===== src/logic/cpc_map.vh =====
// Functional notes
// Only the selected pair raises match.
// Selector 01: home vs actual or encoder.
// Selector 10: position vs its latch.
// Selector 11: turns vs compare value.
// Selector 00: compare value vs position.
// Zero at target, restart if target nonzero.
// Target changes allowed; zero on equality.
// Software sets range first, position inside.
// Circular keeps position in half range.
// Wrap loads opposite range limit.
// Circular positioning takes shortest path.
// Fraction 1.31 added each revolution.
// Accumulator overflow holds wrap one step.
// Turns count up/down on wraps.
// Shared address reads latch or turns.
// Turns forced zero without circular motion.
// Path planned around blocking zone. The code plans it only with circular on and both limits enabled.
// Deceleration starts at either zone limit.
// Lower below upper: either condition blocks.
// Lower above upper: both conditions block.
// Comparison evaluated every clock cycle.
`ifndef CPC_MAP_VH
`define CPC_MAP_VH

// ------------------------------------------------------------
// Register indices (byte address is four times the index)
// ------------------------------------------------------------
`define CPC_IDX_GLOBAL     7'h00
`define CPC_IDX_SWITCH     7'h01
`define CPC_IDX_HOME       7'h16
`define CPC_IDX_RAMP_KIND  7'h20
`define CPC_IDX_ACTUAL     7'h21
`define CPC_IDX_COMPARE    7'h32
`define CPC_IDX_LOWER      7'h33
`define CPC_IDX_UPPER      7'h34
`define CPC_IDX_RANGE      7'h36
`define CPC_IDX_TARGET     7'h37
`define CPC_IDX_FRACTION   7'h7C

// ------------------------------------------------------------
// Field positions
// ------------------------------------------------------------
`define CPC_GS_SHOW_TURNS  0
`define CPC_SW_CMP_SOURCE  0
`define CPC_SW_CMP_SEL_LO  1
`define CPC_SW_CMP_SEL_HI  2
`define CPC_SW_ZERO_AT_TGT 3
`define CPC_SW_CIRCULAR    4
`define CPC_SW_VSTOP_L_EN  5
`define CPC_SW_VSTOP_R_EN  6
`define CPC_RK_POSITIONING 2

// ------------------------------------------------------------
// Compare selector codes and shared 32-bit constants
// ------------------------------------------------------------
`define CPC_SEL_VALUE      2'h0
`define CPC_SEL_HOME       2'h1
`define CPC_SEL_LATCH      2'h2
`define CPC_SEL_TURNS      2'h3
`define CPC_ZERO32         32'h00000000
`define CPC_ONE32          32'h00000001

`endif


===== src/logic/cpc_position.v =====
// The APB interface to the registers is this design's own decision.
`include "cpc_map.vh"
`default_nettype none

module cpc_position (
   input  wire        sys_clk,
   input  wire        rstn,
   input  wire        psel,
   input  wire        penable,
   input  wire        pwrite,
   input  wire [8:0]  paddr,
   input  wire [31:0] pwdata,
   output reg  [31:0] prdata,
   output reg         pready,
   output reg         pslverr,
   input  wire        step_req,
   input  wire        vel_dir,
   input  wire [31:0] enc_pos,
   input  wire [31:0] enc_latch,
   input  wire        latch_strobe,
   output reg         step_out,
   output reg         dir_out,
   output reg         target_reached,
   output reg         ramp_restart,
   output reg         comp_flag,
   output reg         comp_event,
   output reg         zone_blocked,
   output reg         vstop_decel
);

   // ------------------------------------------------------------
   // Reset release
   // ------------------------------------------------------------
   reg         rst_meta_reg;
   reg         rst_sync_reg;
   wire        rst_n = rst_sync_reg;

   // Asynchronous assert, synchronous release
   always @(posedge sys_clk or negedge rstn) begin
      if (!rstn) begin
         rst_meta_reg <= 1'b0;
         rst_sync_reg <= 1'b0;
      end else begin
         rst_meta_reg <= 1'b1;
         rst_sync_reg <= rst_meta_reg;
      end
   end

   // ------------------------------------------------------------
   // Register file
   // ------------------------------------------------------------
   reg  [31:0] global_settings_reg;
   reg  [31:0] switch_settings_reg;
   reg  [31:0] home_position_reg;
   reg  [31:0] ramp_kind_reg;
   reg  [31:0] compare_value_reg;
   reg  [31:0] lower_zone_limit_reg;
   reg  [31:0] upper_zone_limit_reg;
   reg  [31:0] wrap_half_range_reg;
   reg  [31:0] target_position_reg;
   reg  [31:0] fractional_step_extension_reg;
   reg  [31:0] actual_position_reg;
   reg  [31:0] actual_position_next;
   reg  [31:0] latched_position_reg;
   reg  [31:0] turns_reg;
   reg  [31:0] turns_next;
   reg  [31:0] frac_acc_reg;
   reg  [31:0] frac_acc_next;
   // Extra steps still owed after a fractional carry, up to two per wrap
   reg  [1:0]  hold_reg;
   reg  [1:0]  hold_next;
   reg         moved_next;
   reg         dir_next;
   reg         restart_next;
   reg         match_prev_reg;

   wire [6:0]  idx       = paddr[8:2];
   wire        wr_access = psel & penable & pready & pwrite;
   wire        circ      = switch_settings_reg[`CPC_SW_CIRCULAR];
   wire        positioning = ramp_kind_reg[`CPC_RK_POSITIONING];
   wire        circ_on   = circ & (wrap_half_range_reg != `CPC_ZERO32);
   wire        act_wr    = wr_access & (idx == `CPC_IDX_ACTUAL);
   wire        l_en      = switch_settings_reg[`CPC_SW_VSTOP_L_EN];
   wire        r_en      = switch_settings_reg[`CPC_SW_VSTOP_R_EN];

   // Address decode; unmapped indices answer with an error
   reg         mapped;
   reg  [31:0] rd_mux;
   always @* begin
      mapped = 1'b1;
      rd_mux = `CPC_ZERO32;
      case (idx)
         `CPC_IDX_GLOBAL:    rd_mux = global_settings_reg;
         `CPC_IDX_SWITCH:    rd_mux = switch_settings_reg;
         `CPC_IDX_HOME:      rd_mux = home_position_reg;
         `CPC_IDX_RAMP_KIND: rd_mux = ramp_kind_reg;
         `CPC_IDX_ACTUAL:    rd_mux = actual_position_reg;
         `CPC_IDX_COMPARE:   rd_mux = compare_value_reg;
         `CPC_IDX_LOWER:     rd_mux = lower_zone_limit_reg;
         `CPC_IDX_UPPER:     rd_mux = upper_zone_limit_reg;
         `CPC_IDX_RANGE:     rd_mux = global_settings_reg[`CPC_GS_SHOW_TURNS] ?
                                      turns_reg : latched_position_reg;
         `CPC_IDX_TARGET:    rd_mux = target_position_reg;
         `CPC_IDX_FRACTION:  rd_mux = fractional_step_extension_reg;
         default:            mapped = 1'b0;
      endcase
   end

   // Answer one cycle after setup; data and error are fixed in setup
   // Read data reflects the state at the setup edge, not at the access edge
   always @(posedge sys_clk or negedge rst_n) begin
      if (!rst_n) begin
         pready  <= 1'b0;
         prdata  <= `CPC_ZERO32;
         pslverr <= 1'b0;
      end else begin
         pready  <= psel & ~penable;
         if (psel & ~penable) begin
            prdata  <= pwrite ? `CPC_ZERO32 : rd_mux;
            pslverr <= ~mapped;
         end else begin
            pslverr <= 1'b0;
         end
      end
   end

   // Software writes; the range register cannot be read back
   always @(posedge sys_clk or negedge rst_n) begin
      if (!rst_n) begin
         global_settings_reg           <= `CPC_ZERO32;
         switch_settings_reg           <= `CPC_ZERO32;
         home_position_reg             <= `CPC_ZERO32;
         ramp_kind_reg                 <= `CPC_ZERO32;
         compare_value_reg             <= `CPC_ZERO32;
         lower_zone_limit_reg          <= `CPC_ZERO32;
         upper_zone_limit_reg          <= `CPC_ZERO32;
         wrap_half_range_reg           <= `CPC_ZERO32;
         target_position_reg           <= `CPC_ZERO32;
         fractional_step_extension_reg <= `CPC_ZERO32;
      end else if (wr_access) begin
         case (idx)
            `CPC_IDX_GLOBAL:    global_settings_reg           <= pwdata;
            `CPC_IDX_SWITCH:    switch_settings_reg           <= pwdata;
            `CPC_IDX_HOME:      home_position_reg             <= pwdata;
            `CPC_IDX_RAMP_KIND: ramp_kind_reg                 <= pwdata;
            `CPC_IDX_COMPARE:   compare_value_reg             <= pwdata;
            `CPC_IDX_LOWER:     lower_zone_limit_reg          <= pwdata;
            `CPC_IDX_UPPER:     upper_zone_limit_reg          <= pwdata;
            `CPC_IDX_RANGE:     wrap_half_range_reg           <= pwdata;
            `CPC_IDX_TARGET:    target_position_reg           <= pwdata;
            `CPC_IDX_FRACTION:  fractional_step_extension_reg <= pwdata;
            default:            global_settings_reg           <= global_settings_reg;
         endcase
      end
   end

   // ------------------------------------------------------------
   // Blocking zone
   // ------------------------------------------------------------
   wire signed [31:0] pos_s   = actual_position_reg;
   wire signed [31:0] tgt_s   = target_position_reg;
   wire signed [31:0] low_s   = lower_zone_limit_reg;
   wire signed [31:0] up_s    = upper_zone_limit_reg;
   wire               at_low  = l_en & (pos_s <= low_s);
   wire               at_up   = r_en & (pos_s >= up_s);
   wire               both_en = l_en & r_en;
   wire               split   = both_en & (low_s > up_s);
   // A single enabled limit blocks on its own side only; the inverted
   // form needs both conditions, so it applies only with both limits on
   // Inverted limits block only the band between them
   wire               blocked = split ? (at_low & at_up) : (at_low | at_up);

   // ------------------------------------------------------------
   // Direction choice
   // ------------------------------------------------------------
   // Two spare bits so doubling the range cannot overflow the difference
   wire signed [33:0] half_s  = {2'b00, wrap_half_range_reg};
   wire signed [33:0] diff_s  = {{2{tgt_s[31]}}, tgt_s} - {{2{pos_s[31]}}, pos_s};
   reg  signed [33:0] short_s;
   reg                plan_dir;

   // Shortest signed distance modulo the full range, then zone override
   always @* begin
      short_s = diff_s;
      if (circ_on) begin
         if (diff_s >= half_s) begin
            short_s = diff_s - (half_s <<< 1);
         end else if (diff_s < -half_s) begin
            short_s = diff_s + (half_s <<< 1);
         end
      end
      plan_dir = (short_s > 34'sd0);
      if (circ_on & both_en) begin
         if (!split) begin
            plan_dir = (diff_s > 34'sd0);
         end else if ((pos_s <= up_s) != (tgt_s <= up_s)) begin
            plan_dir = (pos_s > up_s);
         end else begin
            plan_dir = (diff_s > 34'sd0);
         end
      end
   end

   // ------------------------------------------------------------
   // Position stepping
   // ------------------------------------------------------------
   wire [31:0] range_top = wrap_half_range_reg - `CPC_ONE32;
   wire [31:0] range_bot = `CPC_ZERO32 - wrap_half_range_reg;
   wire        at_target = (actual_position_reg == target_position_reg);
   // The extension is one integer bit over 31 fraction bits; the accumulator
   // keeps 32 fraction bits, so the extension enters shifted up by one and the
   // two top bits of the sum count the extra steps owed on this wrap
   wire [33:0] acc_sum   = {2'h0, frac_acc_reg} + {1'b0, fractional_step_extension_reg, 1'b0};

   // One microstep per request; wrap, hold and zeroing handled here
   always @* begin
      actual_position_next = actual_position_reg;
      turns_next    = turns_reg;
      frac_acc_next = frac_acc_reg;
      hold_next     = hold_reg;
      moved_next    = 1'b0;
      restart_next  = 1'b0;
      dir_next      = positioning ? plan_dir : vel_dir;
      if (positioning & switch_settings_reg[`CPC_SW_ZERO_AT_TGT] & at_target) begin
         actual_position_next = `CPC_ZERO32;
         restart_next = (target_position_reg != `CPC_ZERO32);
      end else if (step_req & ~(positioning & at_target)) begin
         moved_next = 1'b1;
         if (hold_reg != 2'h0) begin
            // Owed step: the position stays put, the request is still consumed
            hold_next = hold_reg - 2'h1;
         end else if (circ_on & dir_next & (actual_position_reg == range_top)) begin
            actual_position_next = range_bot;
            turns_next    = turns_reg + `CPC_ONE32;
            frac_acc_next = acc_sum[31:0];
            hold_next     = acc_sum[33:32];
         end else if (circ_on & ~dir_next & (actual_position_reg == range_bot)) begin
            actual_position_next = range_top;
            turns_next    = turns_reg - `CPC_ONE32;
            frac_acc_next = acc_sum[31:0];
            hold_next     = acc_sum[33:32];
         end else if (dir_next) begin
            actual_position_next = actual_position_reg + `CPC_ONE32;
         end else begin
            actual_position_next = actual_position_reg - `CPC_ONE32;
         end
      end
      if (!circ) begin
         turns_next = `CPC_ZERO32;
         hold_next  = 2'h0;
      end
   end

   // Software write to the position wins over a step in the same cycle
   always @(posedge sys_clk or negedge rst_n) begin
      if (!rst_n) begin
         actual_position_reg <= `CPC_ZERO32;
         turns_reg           <= `CPC_ZERO32;
         frac_acc_reg        <= `CPC_ZERO32;
         hold_reg            <= 2'h0;
         step_out            <= 1'b0;
         dir_out             <= 1'b0;
         ramp_restart        <= 1'b0;
         target_reached      <= 1'b0;
      end else begin
         actual_position_reg <= act_wr ? pwdata : actual_position_next;
         turns_reg           <= turns_next;
         frac_acc_reg        <= frac_acc_next;
         hold_reg            <= hold_next;
         step_out            <= moved_next & ~act_wr;
         dir_out             <= dir_next;
         ramp_restart        <= restart_next;
         target_reached      <= at_target;
      end
   end

   // Position latch on external strobe
   // Only the internal position is latched; the encoder latch arrives ready-made
   always @(posedge sys_clk or negedge rst_n) begin
      if (!rst_n) begin
         latched_position_reg <= `CPC_ZERO32;
      end else if (latch_strobe) begin
         latched_position_reg <= actual_position_reg;
      end
   end

   // ------------------------------------------------------------
   // Position comparison
   // ------------------------------------------------------------
   wire        src = switch_settings_reg[`CPC_SW_CMP_SOURCE];
   wire [1:0]  sel = switch_settings_reg[`CPC_SW_CMP_SEL_HI:`CPC_SW_CMP_SEL_LO];
   wire [31:0] pos_pick = src ? enc_pos : actual_position_reg;
   reg  [31:0] cmp_a;
   reg  [31:0] cmp_b;

   // Exactly one pair feeds the comparator
   // Under selector 11 the source bit is a don't-care
   always @* begin
      cmp_a = pos_pick;
      cmp_b = compare_value_reg;
      case (sel)
         `CPC_SEL_VALUE: cmp_b = compare_value_reg;
         `CPC_SEL_HOME:  cmp_b = home_position_reg;
         `CPC_SEL_LATCH: cmp_b = src ? enc_latch : latched_position_reg;
         `CPC_SEL_TURNS: cmp_a = turns_reg;
         default:        cmp_b = compare_value_reg;
      endcase
   end

   wire match = (cmp_a == cmp_b);

   // Compared every cycle, so a one-cycle equality is never skipped
   always @(posedge sys_clk or negedge rst_n) begin
      if (!rst_n) begin
         comp_flag      <= 1'b0;
         comp_event     <= 1'b0;
         match_prev_reg <= 1'b0;
      end else begin
         comp_flag      <= match;
         match_prev_reg <= match;
         comp_event     <= match & ~match_prev_reg;
      end
   end

   // ------------------------------------------------------------
   // Zone status
   // ------------------------------------------------------------
   // Deceleration is requested, never a hard stop; the ramp decides
   // Both lag the position by one cycle, like the compare flag
   always @(posedge sys_clk or negedge rst_n) begin
      if (!rst_n) begin
         zone_blocked <= 1'b0;
         vstop_decel  <= 1'b0;
      end else begin
         zone_blocked <= blocked;
         vstop_decel  <= (at_low | at_up);
      end
   end

endmodule // cpc_position

`default_nettype wire


===== config.mk =====
export PLATFORM = sky130hd
export DESIGN_NAME = cpc_position
export DESIGN_NICKNAME = d
export VERILOG_FILES = /design/src/logic/cpc_position.v
export VERILOG_INCLUDE_DIRS = /design/src /design/src/logic
export SDC_FILE = /design/constraint.sdc
export NUM_CORES = 2
export LEC_CHECK = 0
export BUFFER_PORTS_ARGS = -buffer_cell sky130_fd_sc_hd__clkbuf_2
export CAP_MARGIN = 20
export CORE_UTILIZATION = 35
export DETAILED_ROUTE_END_ITERATION = 16
export GPL_ROUTABILITY_DRIVEN = 0
export GPL_TIMING_DRIVEN = 0
export HOLD_SLACK_MARGIN = 0.02
export PLACE_DENSITY = 0.56
export SYNTH_ARGS = -nofsm -noshare
export SYNTH_HDL_FRONTEND = slang
export SYNTH_SLANG_ARGS = --single-unit
export TNS_END_PERCENT = 10

===== constraint.sdc =====
create_clock -name sys_clk -period 31 [get_ports sys_clk]
set_input_delay 3.1 -clock sys_clk [delete_from_list [all_inputs] [get_ports sys_clk]]
set_output_delay 3.1 -clock sys_clk [all_outputs]
set_load 0.005 [all_outputs]

# Word-level counts from Yosys, hierarchy flattened
# Index checks and enable logic that the tools add are counted.
[classes]
n_bitwise = 31
add_sub_neg = 12
order_cmp = 10
n_eq_ne = 24
reduce_logical = 21
mux = 41
[ops]
columns = ["op", "n"]
rows = [
  ["$mux W32", 20],
  ["$pmux W32 S11", 1],
  ["$eq A32 B32 Y1", 4],
  ["$mux W34", 3],
  ["$le A32 B32 Y1", 3],
  ["$sub A32 B1 Y32 const B", 3],
  ["$add A32 B1 Y32 const B", 2],
  ["$gt A32 B32 Y1", 2],
  ["$pmux W32 S2", 1],
  ["$reduce_bool A32 Y1", 2],
  ["$eq A7 B6 Y1 const B", 7],
  ["$add A32 B33 Y34", 1],
  ["$add A33 B34 Y34", 1],
  ["$gt A34 B1 Y1 const B", 1],
  ["$lt A33 B34 Y1", 1],
  ["$neg A32 Y34", 1],
  ["$sub A33 B34 Y34", 1],
  ["$ge A33 B33 Y1", 1],
  ["$gt A33 B1 Y1 const B", 1],
  ["$sub A32 B32 Y33", 1],
  ["$ge A32 B32 Y1", 1],
  ["$sub A1 B32 Y32 const A", 1],
  ["$and A1 B1 Y1", 22],
  ["$reduce_and A2 Y1", 11],
  ["22 further kinds", 47],
]
[word_totals]
in_bits = 113
wordCells = 167
register_bits = 494
out_inout_bits = 42

# Depth between registers and ports, before layout
[logic_depth]
word_depth = 17
ltp_mapped = 46
mapped_depth_nobuf = 41

# Worst setup path before layout
# Ideal clock, no wire load.
[synth_path]
path_kind = "reg2reg"
start = "register actual_position_reg[0]"
end = "register actual_position_reg[30]"
t_required_ns = 30.905
path_buffers = 2
setup_time_ns = 0.095
period_less_slack_ns = 9.683
stages_incl_launch_ff = 42
arrival_ns = 9.588
path_slack_ns = 21.317
cell_sequence = "dfrtp_1 > ha_1 > inv_1 > fa_1 > a211oi_1 > o211ai_2 > nand3_2 > o211ai_2 > a211oi_1 > nor3_1 > or2_2 > ha_1 > clkbuf_1 > o21ai_0 > a21oi_1 > o32ai_1 > a211o_1 > or4b_1 > (+6 left out) > and3_1 > clkbuf_1 > inv_1 > ha_1 > a21oi_1 > o22ai_1 > o41ai_1 > or3_1 > a31oi_1 > o221ai_1 > o21ai_0 > o41a_1 > a31o_2 > a221oi_1 > xor2_1 > o21ai_0 > nor2_1 > o31ai_1"
[synth_via]
elab_chain_len = 17
word_cells_on_any_way = 41
cone_classes = "add/sub: 5; order compare: 6; eq/ne: 5; mux: 14; bitwise: 9; reduce/logical: 2"
[synth_rtl]
columns = ["item", "line", "text"]
rows = [
  ["start: declaration", "cpc_position.v:62", "reg [31:0] actual_position_reg;"],
  ["start signal: assignment", "cpc_position.v:257", "actual_position_reg <= `CPC_ZERO32;"],
  ["start signal: assignment", "cpc_position.v:266", "actual_position_reg <= act_wr ? pwdata : actual_position_next;"],
  ["$sub A32 B32 Y33", "cpc_position.v:178", "wire signed [33:0] diff_s = {{2{tgt_s[31]}}, tgt_s} - {{2{pos_s[31]}}, pos_s};"],
  ["$add A33 B34 Y34 / $lt A33 B34 Y1 (equally long branches)", "cpc_position.v:189, cpc_position.v:188", ""],
  ["$mux W34", "cpc_position.v:188", "end else if (diff_s < -half_s) begin"],
  ["$mux W34", "cpc_position.v:186", "if (diff_s >= half_s) begin"],
  ["$mux W34", "cpc_position.v:185", "if (circ_on) begin"],
  ["$gt A34 B1 Y1", "cpc_position.v:192", "plan_dir = (short_s > 34'sd0);"],
  ["$mux W1 (*)", "cpc_position.v:193", "if (circ_on & both_en) begin"],
  ["$mux W1 (*)", "cpc_position.v:223", "dir_next = positioning ? plan_dir : vel_dir;"],
  ["named net dir_next", "cpc_position.v:73", "reg dir_next;"],
  ["$not A1 Y1", "cpc_position.v:237", "end else if (circ_on & ~dir_next & (actual_position_reg == range_bot)) begin"],
  ["$and A1 B1 Y1 (2 in series)", "cpc_position.v:237", ""],
  ["$mux W32", "cpc_position.v:237", ""],
  ["$mux W32 (*)", "cpc_position.v:232", "end else if (circ_on & dir_next & (actual_position_reg == range_top)) begin"],
  ["$mux W32 (*)", "cpc_position.v:229", "if (hold_reg != 2'h0) begin"],
  ["$mux W32 (*)", "cpc_position.v:227", "end else if (step_req & ~(positioning & at_target)) begin"],
  ["$mux W32 (*)", "cpc_position.v:224", "if (positioning & switch_settings_reg[`CPC_SW_ZERO_AT_TGT] & at_target) begin"],
  ["$mux W32 (*)", "cpc_position.v:266", ""],
]
# The timed path passes the listed nets; every way through them passes the cells marked *. The select of a mux whose other input is x is not followed.
# A chain may end at the register's enable or synchronous reset.

# Final worst setup path
[layout_path]
start = "register actual_position_reg[6]"
end = "register turns_reg[31]"
[layout_via]
elab_chain_len = 15
word_cells_on_any_way = 38
cone_classes = "add/sub: 3; order compare: 6; eq/ne: 7; mux: 12; bitwise: 9; reduce/logical: 1"
[layout_rtl]
columns = ["item", "line", "text"]
rows = [
  ["$sub A32 B32 Y33", "cpc_position.v:178", ""],
  ["$add A33 B34 Y34 / $lt A33 B34 Y1 (equally long branches)", "cpc_position.v:189, cpc_position.v:188", ""],
  ["$mux W34", "cpc_position.v:188", ""],
  ["$mux W34", "cpc_position.v:186", ""],
  ["$mux W34", "cpc_position.v:185", ""],
  ["$gt A34 B1 Y1", "cpc_position.v:192", ""],
  ["$mux W1", "cpc_position.v:193", ""],
  ["$mux W1", "cpc_position.v:223", ""],
  ["$and A1 B1 Y1 (2 in series)", "cpc_position.v:232", ""],
  ["$mux W32", "cpc_position.v:232", ""],
  ["$mux W32", "cpc_position.v:229", ""],
  ["$mux W32", "cpc_position.v:227", ""],
  ["$mux W32", "cpc_position.v:224", ""],
  ["$mux W32", "cpc_position.v:248", "if (!circ) begin"],
  ["end signal: assignment", "cpc_position.v:258", "turns_reg <= `CPC_ZERO32;"],
  ["end signal: assignment", "cpc_position.v:267", "turns_reg <= turns_next;"],
  ["end: declaration", "cpc_position.v:65", "reg [31:0] turns_reg;"],
]
# Parallel ways exist; a longest one is shown, timed or not. The select of a mux whose other input is x is not followed.

==> reports/results.txt <==
Across the VDD grid, the largest voltage drop is 0.0485 mV. The global routing met1 resource utilization was 0.377. On the worst path, the slowest cell contributes a delay of 0.81 ns. The count of flip-flops with a built-in enable after synthesis works out to 0.

The register clock-pin slew on the reported worst setup and hold paths is 0.07 ns. The number of antenna-violating nets in the routed design is 0, and the floorplan die area is 115,000 um^2. Measured along the x axis, the die boundary spans 339 um. Detailed placement finished with a half-perimeter wire length of 124,000 um. Clock tree synthesis found a total of 493 sinks.

The logs give 33,478 for the number of global-route vias before repair and 6 for the count of TritonRoute iterations in the first routing pass. For the global routing usage on met2, the log shows 0.389. After synthesis, the cell types taking the most area are sky130_fd_sc_hd__dfrtp_1, sky130_fd_sc_hd__ha_1, sky130_fd_sc_hd__mux2_2. Number of ports placed on the die boundary: 155. The proportion of layout cells with a drive suffix above 1 works out to 0.154. The share of Yosys cell area claimed by the top area cell type was 0.310. The maximum number of buffers from clock root to sink is 3, and the average size of a mapped cell is 9.14 um^2. The number of buffers created by CTS came out at 57.

The worst setup path is captured at a flip-flop. The logs give 0.310 for the proportion of synthesized chip area in sequential cells and 36,326 for the total vias in the final route. In the final routed layout, each cell accounts on average for 25.2 um.

Of all nets on the critical path, the largest fanout is 40. For the number of distinct standard cells referenced by the synthesized netlist, the log shows 93. In this run the cell area of the synthesized design comes to 39,800 um^2.

For the area of the core, the log shows 113,000 um^2. The number of synthesized register bits was 493; the largest net degree at the start of global routing was 66. In this run the power density over the cells is 63.2 nW/um^2.

The run finished with clean final reports. In this design, the critical path's most frequently occurring cell is sky130_fd_sc_hd__a21oi_1. For this run the aggregate overflow at the end of global routing stands at 0. After the flow finishes, the layout carries non-filler instances totaling 6,132. The min-delay analysis places its worst path in the category reg2async.

For this block, the routed nets add up to 155,000 um of wire. Static timing analysis puts the maximum clock frequency at 75.3 MHz. For the worst clock skew on the final layout, the log shows 0.0165 ns. The tools report the global router's overall resource usage as 0.260. Summing all placed instances gives a cell area of 42,800 um^2.

After clock tree synthesis, the flow added hold-fix buffers numbering 0. Setup violations remaining at the end of the flow were counted as 0. The gate count of the mapped netlist came out at 4,357.

The final standard cell utilization of the core came out at 0.397. The launching element type of the critical path is a flip-flop. Buffers placed on the I/O ports in this run total 150. When the netlist entered floorplanning its net count stood at 4,858.

The initialized floorplan defines 123 standard-cell rows. The run gives 13.82 ns as the data arrival time of the worst path. The run gives 6,023 as the instance count after placement with tap cells included. Once layout is done, the placed cells without fillers occupy 44,700 um^2. The root buffer cell chosen for the clock tree is sky130_fd_sc_hd__clkbuf_16. At the pin with the least slew margin, the transition time is 1.18 ns. The tightest hold path in the finished design has a slack of 0.316 ns. In the routed layout, each cell is associated on average with a via count of 5.92. The number of antenna violations at the first check in global routing came out at 9. The most frequently used flop master after synthesis is sky130_fd_sc_hd__dfrtp_1. The die is 339 um tall.

The number of max-slew violations in the final report came out at 0. Classification of the worst setup path: reg2reg. The post-route DRC violation count came out at 0. The layer flagged by global routing as most heavily used is met2.

For the final routed database, the setup TNS stands at 0 ns. For this run, the number of Yosys warnings is 0. The CTS H-tree depth came out at 2.

TritonCTS built the clock tree. The cell with the largest stage delay on the worst path is sky130_fd_sc_hd__dfrtp_1. Compared with the post-synthesis result, the final layout area differs by 12.4%. For this block, the initial DRC count from the detailed router was 4,229.

The portion of the clock cycle consumed by the worst path in the final layout was 0.428; the total of fill cells in the finished design was 11,359. The worst path needs 13.28 ns of the cycle, external delays included. Across the run, the number of max-cap violations was 0. The tools report the count of final hold-check violations as 0. The cell depth of the worst flop-to-flop path works out to 42. The worst slew slack as a fraction of its limit was 0.208.

Biggest area consumer among synthesized cells: sky130_fd_sc_hd__dfrtp_1. At the later pin of the worst-skew pair, clock insertion delay measures 0.66 ns. Setup repair after global routing left no endpoint under its margin. The logs give 0.0482 for the global-route met3 utilization and 5,084 for the final net count.

The share of flip-flops with an asynchronous set or reset came out at 1.00. In this run the static leakage power is 20.4 nW. The first global-routing pass estimated 226,000 um of wire. For the worst setup path, the data required time is 31.53 ns.

The effective utilization at floorplan is 0.353, and the total of cells resized after clock tree synthesis is 0. Buffers added to address setup during post-CTS repair amount to 0.
## stage by stage
stage / setup WS [ns] / total power [mW]
3_5_place_dp: 18.06 / 2.08
3_3_place_gp: 8.99 / 2.06
2_1_floorplan: 16.24 / 1.69
6_report: 17.72 / 2.83
4_1_cts: 17.96 / 2.81
5_1_grt: 17.44 / 3.00
## worst max-delay path: cells and delay by family, from the launching register on
kind,cells,cell delay (ns)
compound gates,24,6.43
simple gates,8,3.06
fa+ha+maj,3,1.20
buf+inv,5,1.01
flops,1,0.81
xor+xnor,2,0.57
## synth_stat cells (46+ instances only)
| master | instances |
|---|---|
| sky130_fd_sc_hd__a21o_1 | 84 |
| sky130_fd_sc_hd__a21oi_1 | 366 |
| sky130_fd_sc_hd__a22oi_1 | 78 |
| sky130_fd_sc_hd__clkbuf_1 | 179 |
| sky130_fd_sc_hd__dfrtp_1 | 493 |
| sky130_fd_sc_hd__ha_1 | 382 |
| sky130_fd_sc_hd__inv_1 | 249 |
| sky130_fd_sc_hd__mux2_2 | 332 |
| sky130_fd_sc_hd__mux2i_1 | 118 |
| sky130_fd_sc_hd__nand2_1 | 252 |
| sky130_fd_sc_hd__nand3_1 | 124 |
| sky130_fd_sc_hd__nand4_1 | 75 |
| sky130_fd_sc_hd__nor2_1 | 271 |
| sky130_fd_sc_hd__nor2b_1 | 49 |
| sky130_fd_sc_hd__nor3_1 | 73 |
| sky130_fd_sc_hd__nor4_1 | 52 |
| sky130_fd_sc_hd__o21ai_0 | 251 |
| sky130_fd_sc_hd__o21ai_1 | 46 |
| sky130_fd_sc_hd__xnor2_1 | 174 |
| sky130_fd_sc_hd__xor2_1 | 51 |
## cells by family (layout without fill, tap and decap cells)
group / Yosys count / count (layout) / synth area share
other: 1 / 6 / 0.0000942
buffers and inverters: 482 / 752 / 0.0471
AO/OA/AOI/OAI: 1213 / 1213 / 0.195
AND/OR/NAND/NOR: 1068 / 1068 / 0.133
XOR/XNOR: 225 / 225 / 0.0495
multiplexers: 486 / 486 / 0.143
adder cells (fa/ha/maj): 389 / 389 / 0.123
flip-flops: 493 / 493 / 0.310
## power by group
part	switching, mW	internal, mW
combinational	0.772	0.513
clock	0.307	0.415
sequential	0.132	0.688
total	1.21	1.62
## final cells by class
cell class / instances / area, um^2 / area share
diodes: 5 / 12.5 / 0.000280
plain buffers: 231 / 928 / 0.0207
clock buffers: 76 / 1610 / 0.0360
clock inverters: 27 / 332 / 0.00741
inverters: 251 / 947 / 0.0212
multi-input cells: 3382 / 25600 / 0.573
flip-flops and latches: 493 / 12300 / 0.276
well taps: 1500 / 1880 / 0.0419
repair buffers: 167 / 1080 / 0.0241
## cells in the final DEF (no fill, tap or decap), drive strengths merged, types with 69 or more instances in the layout
cell,Yosys,final
o21ai,298,298
nand3,125,125
mux2,336,336
xnor2,174,174
a21o,84,84
inv,249,252
buf,52,69
ha,382,382
a22oi,81,81
nand2,252,252
nor3,73,73
mux2i,118,118
a21oi,369,369
dfrtp,493,493
clkbuf,179,405
nor2,271,271
nand4,75,75
## worst paths after layout
path	to	start	slack, ns
setup reg to reg	turns_reg[31]$_DFFE_PN0P_	actual_position_reg[6]$_DFFE_PN0P_	17.72
min in group sys_clk	rst_n$_DFF_PN0_	rst_meta_reg$_DFF_PN0_	0.35
hold reg to reg	wrap_half_range_reg[26]$_DFFE_PN0P_	rst_n$_DFF_PN0_	0.32
max in group asynchronous	rst_n$_DFF_PN0_	rstn	28.66
hold / removal	wrap_half_range_reg[26]$_DFFE_PN0P_	rst_n$_DFF_PN0_	0.32
setup / recovery	turns_reg[31]$_DFFE_PN0P_	actual_position_reg[6]$_DFFE_PN0P_	17.72
## layer usage
| metal | wire length [um] | part of all wire |
|---|---|---|
| met5 | 18 | 0.00012 |
| met4 | 5010 | 0.032 |
| met3 | 13000 | 0.084 |
| met2 | 66400 | 0.43 |
| met1 | 70100 | 0.45 |
(Power assumes the default switching activity.)
